==> src/core/uat_regs.svh <==
/*
  Register offsets, field positions, reset values and timing counts of the
  asynchronous timer control block.
  Assumes inclusion by bare name from the block's design files.
*/
`ifndef UAT_REGS_SVH
`define UAT_REGS_SVH

// ============================================================
// Offsets (data space) and I/O alias
`define UAT_IO_BASE         8'h20
`define UAT_OFF_GEN_CTRL    8'h43
`define UAT_OFF_STATUS      8'hB6
`define UAT_OFF_COUNT       8'hB2
`define UAT_OFF_CMP_A       8'hB3
`define UAT_OFF_CMP_B       8'hB4
`define UAT_OFF_CTRL_A      8'hBA
`define UAT_OFF_CTRL_B      8'hBB

// ============================================================
// General timer control fields
`define UAT_GC_SYNC_HOLD    7
`define UAT_GC_PSR_ASYNC    1
`define UAT_GC_PSR_SHARED   0
`define UAT_GC_RESET        8'h00

// ============================================================
// Asynchronous status fields
`define UAT_ST_EXT_CLK      6
`define UAT_ST_ASYNC_SEL    5
`define UAT_ST_RESET        8'h00
`define UAT_DATA_RESET      8'h00

// ============================================================
// Timing
`define UAT_SYNC_STAGES     2

`endif

==> src/core/uat_pkg.sv <==
/*
  Types shared by the asynchronous timer control block.
  Assumes nothing of its surroundings.
*/
package uat_pkg;

  typedef logic [7:0] uat_byte_t;

  // Slot index equals the busy bit position in the status register
  typedef enum logic [2:0] {
    UAT_SLOT_CTRL_B = 3'h0,
    UAT_SLOT_CTRL_A = 3'h1,
    UAT_SLOT_CMP_B  = 3'h2,
    UAT_SLOT_CMP_A  = 3'h3,
    UAT_SLOT_COUNT  = 3'h4
  } uat_slot_e;

endpackage

==> src/core/uat_tick_sync.sv <==
/*
  Brings the asynchronous timer clock level into the system clock domain
  and gives a one-cycle pulse per rising edge.
  Assumes the timer clock runs well below half the system clock.
*/
`timescale 1ns/1ps
`include "uat_regs.svh"

module uat_tick_sync #(
  parameter int STAGES = `UAT_SYNC_STAGES
) (
  // Clock and reset
  input  wire logic clk_sys,
  input  wire logic sys_rst,
  // Timer clock level and edge pulse
  input  wire logic timer_clk_level,
  output logic      tick
);

  // Elaboration check on the chain length
  if (STAGES < 2) begin : g_bad_stages
    $error("uat_tick_sync: STAGES must be at least 2");
  end

  logic [STAGES-1:0] sync_chain;
  logic              sync_last;

  // ============================================================
  // Synchroniser chain, then edge detect on the settled stages
  always_ff @(posedge clk_sys) begin
    if (sys_rst) begin
      sync_chain <= '0;
      sync_last  <= 1'b0;
    end else begin
      sync_chain <= {sync_chain[STAGES-2:0], timer_clk_level};
      sync_last  <= sync_chain[STAGES-1];
    end
  end

  assign tick = sync_chain[STAGES-1] & ~sync_last;

endmodule // uat_tick_sync

==> src/core/uat_ctrl.sv <==
/*
  Asynchronous timer register front end with update-busy tracking and the
  general timer control register holding both prescaler resets.
  Assumes a processor access port synchronous to clk_sys and the timer
  clock arriving as a plain level input.
*/
// Operation
// - Async write to compare B sets its busy bit until moved across.
// - Async write to control A sets its busy bit until moved across.
// - Async write to control B sets its busy bit until moved across.
// - General control answers at data offset and at I/O offset 0x20 lower.
// - Sync hold set keeps written prescaler reset bits asserted.
// - Sync hold cleared clears both prescaler resets together.
// - Async prescaler reset bit resets prescaler; cleared at once when synchronous.
// - In async mode the bit stays one until the async reset completes.
// - Async prescaler reset bit is not auto-cleared during sync hold.
// - Shared prescaler reset pulses once unless sync hold is set.
// - Clock select bit picks I/O clock or external oscillator.
// - Async write to counter sets its busy bit until loaded.
// - Async write to compare A sets its busy bit until moved across.
`timescale 1ns/1ps
`include "uat_regs.svh"

module uat_ctrl #(
  parameter int DATA_W = 8,
  parameter int SLOTS  = 5
) (
  // Clock and reset
  input  wire logic              clk_sys,
  input  wire logic              sys_rst,
  // Processor register access
  input  wire logic [7:0]        reg_addr,
  input  wire logic              reg_io_space,
  input  wire logic              reg_wr,
  input  wire logic              reg_rd,
  input  wire uat_pkg::uat_byte_t reg_wdata,
  output uat_pkg::uat_byte_t     reg_rdata,
  // Timer clock level from the oscillator
  input  wire logic              timer_clk_level,
  // Timer-domain register values
  output uat_pkg::uat_byte_t     async_timer_count,
  output uat_pkg::uat_byte_t     async_compare_a,
  output uat_pkg::uat_byte_t     async_compare_b,
  output uat_pkg::uat_byte_t     async_timer_ctrl_a,
  output uat_pkg::uat_byte_t     async_timer_ctrl_b,
  // Clock selection and prescaler resets
  output logic                   async_clock_select,
  output logic                   ext_clock_enable,
  output logic                   async_prescaler_reset,
  output logic                   shared_prescaler_reset,
  output logic                   timer_sync_hold
);
  import uat_pkg::*;

  // Elaboration checks on the parameters
  if (DATA_W != 8) begin : g_bad_width
    $error("uat_ctrl: DATA_W must be 8");
  end
  if (SLOTS != 5) begin : g_bad_slots
    $error("uat_ctrl: SLOTS must be 5");
  end

  logic [7:0]       eff_addr;
  logic             addr_ok;
  logic             hit_gen;
  logic             hit_stat;
  logic [SLOTS-1:0] hit_slot;
  logic             tick;
  logic [SLOTS-1:0] busy;
  uat_byte_t        temp_val [SLOTS];
  uat_byte_t        dest_val [SLOTS];
  logic             wr_gen;

  // ============================================================
  // Timer clock edge detection
  uat_tick_sync #(.STAGES(`UAT_SYNC_STAGES)) u_tick (
    .clk_sys         (clk_sys),
    .sys_rst         (sys_rst),
    .timer_clk_level (timer_clk_level),
    .tick            (tick)
  );

  // ============================================================
  // Address decode, I/O space mapped 0x20 lower
  always_comb begin
    addr_ok  = 1'b1;
    eff_addr = reg_addr;
    if (reg_io_space) begin
      addr_ok  = (reg_addr[7:6] == 2'h0);
      eff_addr = 8'(reg_addr + `UAT_IO_BASE);
    end
    hit_gen  = 1'b0;
    hit_stat = 1'b0;
    hit_slot = '0;
    if (!addr_ok) begin
      hit_gen = 1'b0;
    end else if (eff_addr == `UAT_OFF_GEN_CTRL) begin
      hit_gen = 1'b1;
    end else if (eff_addr == `UAT_OFF_STATUS) begin
      hit_stat = 1'b1;
    end else if (eff_addr == `UAT_OFF_COUNT) begin
      hit_slot[UAT_SLOT_COUNT] = 1'b1;
    end else if (eff_addr == `UAT_OFF_CMP_A) begin
      hit_slot[UAT_SLOT_CMP_A] = 1'b1;
    end else if (eff_addr == `UAT_OFF_CMP_B) begin
      hit_slot[UAT_SLOT_CMP_B] = 1'b1;
    end else if (eff_addr == `UAT_OFF_CTRL_A) begin
      hit_slot[UAT_SLOT_CTRL_A] = 1'b1;
    end else if (eff_addr == `UAT_OFF_CTRL_B) begin
      hit_slot[UAT_SLOT_CTRL_B] = 1'b1;
    end
  end

  assign wr_gen = reg_wr & hit_gen;

  // ============================================================
  // Temporary storage, busy flags and timer-domain values
  for (genvar i = 0; i < SLOTS; i++) begin : g_slot
    always_ff @(posedge clk_sys) begin
      if (sys_rst) begin
        busy[i]     <= 1'b0;
        temp_val[i] <= `UAT_DATA_RESET;
        dest_val[i] <= `UAT_DATA_RESET;
      end else begin
        if (reg_wr && hit_slot[i]) begin
          temp_val[i] <= reg_wdata;
        end
        if (async_clock_select) begin
          if (tick && busy[i]) begin
            dest_val[i] <= temp_val[i];
          end
          // A new write in the commit cycle keeps the flag set
          busy[i] <= (reg_wr & hit_slot[i]) | (busy[i] & ~tick);
        end else begin
          if (reg_wr && hit_slot[i]) begin
            dest_val[i] <= reg_wdata;
          end
          busy[i] <= 1'b0;
        end
      end
    end
  end

  assign async_timer_count  = dest_val[UAT_SLOT_COUNT];
  assign async_compare_a    = dest_val[UAT_SLOT_CMP_A];
  assign async_compare_b    = dest_val[UAT_SLOT_CMP_B];
  assign async_timer_ctrl_a = dest_val[UAT_SLOT_CTRL_A];
  assign async_timer_ctrl_b = dest_val[UAT_SLOT_CTRL_B];

  // ============================================================
  // Status register: clock select and external clock enable
  always_ff @(posedge clk_sys) begin
    if (sys_rst) begin
      async_clock_select <= 1'b0;
      ext_clock_enable   <= 1'b0;
    end else if (reg_wr && hit_stat) begin
      async_clock_select <= reg_wdata[`UAT_ST_ASYNC_SEL];
      ext_clock_enable   <= reg_wdata[`UAT_ST_EXT_CLK];
    end
  end

  // ============================================================
  // General control: sync hold and prescaler resets
  always_ff @(posedge clk_sys) begin
    if (sys_rst) begin
      timer_sync_hold        <= 1'b0;
      async_prescaler_reset  <= 1'b0;
      shared_prescaler_reset <= 1'b0;
    end else if (wr_gen) begin
      timer_sync_hold <= reg_wdata[`UAT_GC_SYNC_HOLD];
      if (timer_sync_hold && !reg_wdata[`UAT_GC_SYNC_HOLD]) begin
        async_prescaler_reset  <= 1'b0;
        shared_prescaler_reset <= 1'b0;
      end else begin
        async_prescaler_reset  <= reg_wdata[`UAT_GC_PSR_ASYNC];
        shared_prescaler_reset <= reg_wdata[`UAT_GC_PSR_SHARED];
      end
    end else if (!timer_sync_hold) begin
      shared_prescaler_reset <= 1'b0;
      if (!async_clock_select || tick) begin
        async_prescaler_reset <= 1'b0;
      end
    end
  end

  // ============================================================
  // Read data
  always_ff @(posedge clk_sys) begin
    if (sys_rst) begin
      reg_rdata <= `UAT_DATA_RESET;
    end else if (reg_rd) begin
      reg_rdata <= `UAT_DATA_RESET;
      if (hit_gen) begin
        reg_rdata <= {timer_sync_hold, 5'h00, async_prescaler_reset,
                      shared_prescaler_reset};
      end else if (hit_stat) begin
        reg_rdata <= {1'b0, ext_clock_enable, async_clock_select, busy};
      end else begin
        for (int k = 0; k < SLOTS; k++) begin
          if (hit_slot[k]) reg_rdata <= dest_val[k];
        end
      end
    end
  end
endmodule // uat_ctrl

==> config.mk <==
export PLATFORM = sky130hd
export DESIGN_NAME = uat_ctrl
export DESIGN_NICKNAME = d
export VERILOG_FILES = /design/src/core/uat_pkg.sv /design/src/core/uat_tick_sync.sv /design/src/core/uat_ctrl.sv
export VERILOG_INCLUDE_DIRS = /design/src /design/src/core
export SDC_FILE = /design/constraint.sdc
export NUM_CORES = 1
export LEC_CHECK = 0
export BUFFER_PORTS_ARGS = -buffer_cell sky130_fd_sc_hd__buf_2
export CORE_MARGIN = 3
export CORE_UTILIZATION = 52
export DETAILED_ROUTE_END_ITERATION = 8
export GPL_TIMING_DRIVEN = 0
export PLACE_DENSITY_LB_ADDON = 0.15
export SYNTH_ARGS = -nofsm -noshare
export SYNTH_HDL_FRONTEND = slang
export SYNTH_HIERARCHICAL = 1
export SYNTH_SLANG_ARGS = --single-unit
==> constraint.sdc <==
create_clock -name clk_sys -period 2.9 [get_ports clk_sys]
set_clock_uncertainty 0.05 [all_clocks]
set_input_delay 0.58 -clock clk_sys [delete_from_list [all_inputs] [get_ports clk_sys]]
set_output_delay 0.58 -clock clk_sys [all_outputs]
set_load 0.01 [all_outputs]
==> flow_summary_export.csv <==
group,metric,value,unit
outcome,outcome,"completed",
detailed_routing,drc,0,
logic_synthesis,yosysWarnings,6,
cts,h-tree-depth,3,
cts,cts_buffers,9,
min_path,min_from,"timer_clk_level",
timing,fmax,0.370,GHz
grt,grt_max_degree,20,
detailed_routing,avgRoutedWirePerCell,20.9,um
timing,period_share,0.932,
timing,hold_violations,0,
placed_design,hpwlAfterDp,9890,um
critical_path,crit_type,"in2reg",
detailed_routing,wl_met2,6260,um
grt,grt_pass1_wl,21400,um
cts,path_clk_slew,0.11,ns
logic_synthesis,synth_area,5000,um2
logic_synthesis,synth_edf_count,80,
timing,slew_violations,0,
logic_synthesis,synth_fp_nets,460,
logic_synthesis,yosys_most_used_dff,"edfxtp_1",
critical_path,critPathMaxFanout,10,
die,rows,35,
timing,relSlewSlack,0.514,
detailed_routing,drtIter0Drc,279,
logic_synthesis,synthDistinctLibCells,61,
critical_path,crit_path_start,"reg_addr[5]",
die,die_y,104,um
logic_synthesis,avgSynthCellArea,11.4,um2
critical_path,worstSetupStartpointType,"primary input",
timing,worst_pin_slew,0.723,ns
grt,grt_pass1_vias,3716,
detailed_routing,dr_total_vias,3869,
placed_design,routabilityCongestion,0.938,
finish,nNetsFinal,538,
finish,diodes,0,
detailed_routing,met1_length,6000,um
cts,cts_setup_buffers,0,
logic_synthesis,async_flop_share,0,
die,die-area,10800,um2
cts,cts_buffer_depth,2,
grt,gr-usage-all-layers,0.258,
logic_synthesis,synth_top_cells_by_area,"edfxtp_1 (48%), dfxtp_1 (8.4%), and2_1 (5.5%), a22o_1 (2.8%), nand2_1 (2.8%)",
grt,grt_overflow,0,
cts,worstSkewPairLatency,0.37,ns
power,totalPowerFinal,0.00272,W
critical_path,arrival,2.66,ns
critical_path,end_kind,"flip-flop",
logic_synthesis,yosysTopAreaCellShare,0.480,
finish,area_growth,14.1,%
detailed_routing,drtPass1Iterations,7,
power,pwr_density_cell,477,nW/um2
timing,rsz0062_at_grt,"false",
power,ir_drop,288,uV
grt,antenna_found_initial,0,
run,cap_viol_max_count,0,
detailed_routing,vias_per_cell,5.96,
cts,cts_tree,"done",
die,ios,75,
die,die_x,104,um
placed_design,place_area,5500,um2
logic_synthesis,synth_top_area_cell,"edfxtp_1",
min_path,holdCritPathClass,"in2reg",
critical_path,worstReg2RegStart,"async_clock_select",
logic_synthesis,ys_top_cells_by_count,"edfxtp_1 (80), and2_1 (44), nand2_1 (37), dfxtp_1 (21), o21ai_0 (18)",
timing,final-setup-viol-count,0,
detailed_routing,route.met3.wl,1060,um
logic_synthesis,syn_inst,437,
critical_path,cp.required,2.86,ns
logic_synthesis,synth_seq_cells,101,
finish,stdcell_area,5710,um2
die,start_util,0.539,
detailed_routing,wl,13500,um
logic_synthesis,ys_seq_area_frac,0.564,
finish,drive_above_1_share,0.225,
cts,holdBufCountCts,0,
detailed_routing,top_layer,"met4",
cts,cts_sinks,101,
detailed_routing,postRouteAntennaNets,0,
placed_design,io_buffers,67,
logic_synthesis,synth.most_common_cell,"edfxtp_1",
timing,finalCriticalPeriod,2.70,ns
power,p_leak,2.17,nW
die,coreArea,9280,um2
cts,cts_root_buffer,"clkbuf_8",
report_power, final:
group,switching (W),leakage (nW),internal [W]
registers,0.0000203,0.979,0.00160
logic,0.000152,1.09,0.0000627
clock network,0.000548,0.0978,0.000334
metal layers:
| layer | track usage | up-vias |
|---|---|---|
| li1 | - | 1807 |
| met2 | 0.404 | 173 |
| met1 | 0.371 | 1870 |
| met4 | 0.0589 | 0 |
| met3 | 0.0571 | 19 |
| met5 | 0 | - |
placed cells by master, fill, tap and decap left out, types with 4 or more instances in the layout:
cell,n
edfxtp_1,80
buf_2,76
and2_1,44
nand2_1,37
dfxtp_1,21
nor2_1,17
a22o_1,16
nand2b_1,14
o21ai_0,14
clkbuf_1,12
mux2i_1,12
nor3_1,12
nand3_1,10
a21oi_1,10
o21ai_1,9
and3_1,9
a32o_1,9
a22oi_1,9
clkbuf_8,9
nor2b_1,7
nand3b_1,6
buf_1,6
o21a_1,6
a31oi_1,6
o21ai_2,4
o221ai_1,4
a211oi_1,4
clkinv_4,4
worst max-delay path, cell delays in order:
cell,delay (ns)
buf_2,0.13
ha_1,0.33
nor3b_2,0.29
o221a_1,0.24
buf_4,0.17
buf_2,0.24
nand3_1,0.18
o21ai_2,0.50
state kept, by name (all words and copies together) (netlist names), 2 cells and up:
name and count:
busy 5, dest_val 40, reg_rdata 8, temp_val 40, u_tick/sync_chain 2
through the flow:
step	cells	hold slack, ns	worst slack (ns)	util	setup TNS [ns]
after global routing	649	0.388	0.0762	0.615	0
after CTS	649	0.369	0.0343	0.613	0
after global placement	633	0.367	-0.703	0.592	-20.26
final	649	0.374	0.197	0.615	0
after floorplan	437	0.364	0.00863	-	0
after detailed placement	633	0.385	-0.773	0.592	-24.28
kinds of logic after synthesis:
family | synth area share
AOI/OAI and AO/OA | 0.164
xor gates and xnor gates | 0.00175
adders and majority gates | 0.00250
buffers and inverters | 0.0323
DFF | 0.564
muxes | 0.0240
and+or+nand+nor | 0.211
worst paths after layout:
check / cells past startpoint / slack [ns] / endpoint
setup / recovery: 8 / 0.20 / dest_val[0][5]
hold / removal: 2 / 0.37 / u_tick/sync_chain[0]
setup reg to reg: 6 / 0.88 / dest_val[4][0]
hold reg to reg: 1 / 0.40 / u_tick/sync_chain[1]
final cells by class:
type | count | area (um2)
Buffer | 32 | 146
Clock buffer | 9 | 124
Clock inverter | 7 | 66.3
Fill cell | 801 | 3580
Inverter | 4 | 15.0
Multi-Input combinational cell | 300 | 2030
Sequential cell | 101 | 2820
Tap cell | 129 | 161
Timing Repair Buffer | 67 | 335
what timing repair did:
item,in CTS,in global routing
endpoints found under the hold margin,0,0
setup endpoints to repair,32,32
gates resized for setup,5,4
cloned,0,0
No activity file was read; power rests on OpenSTA's default activity.
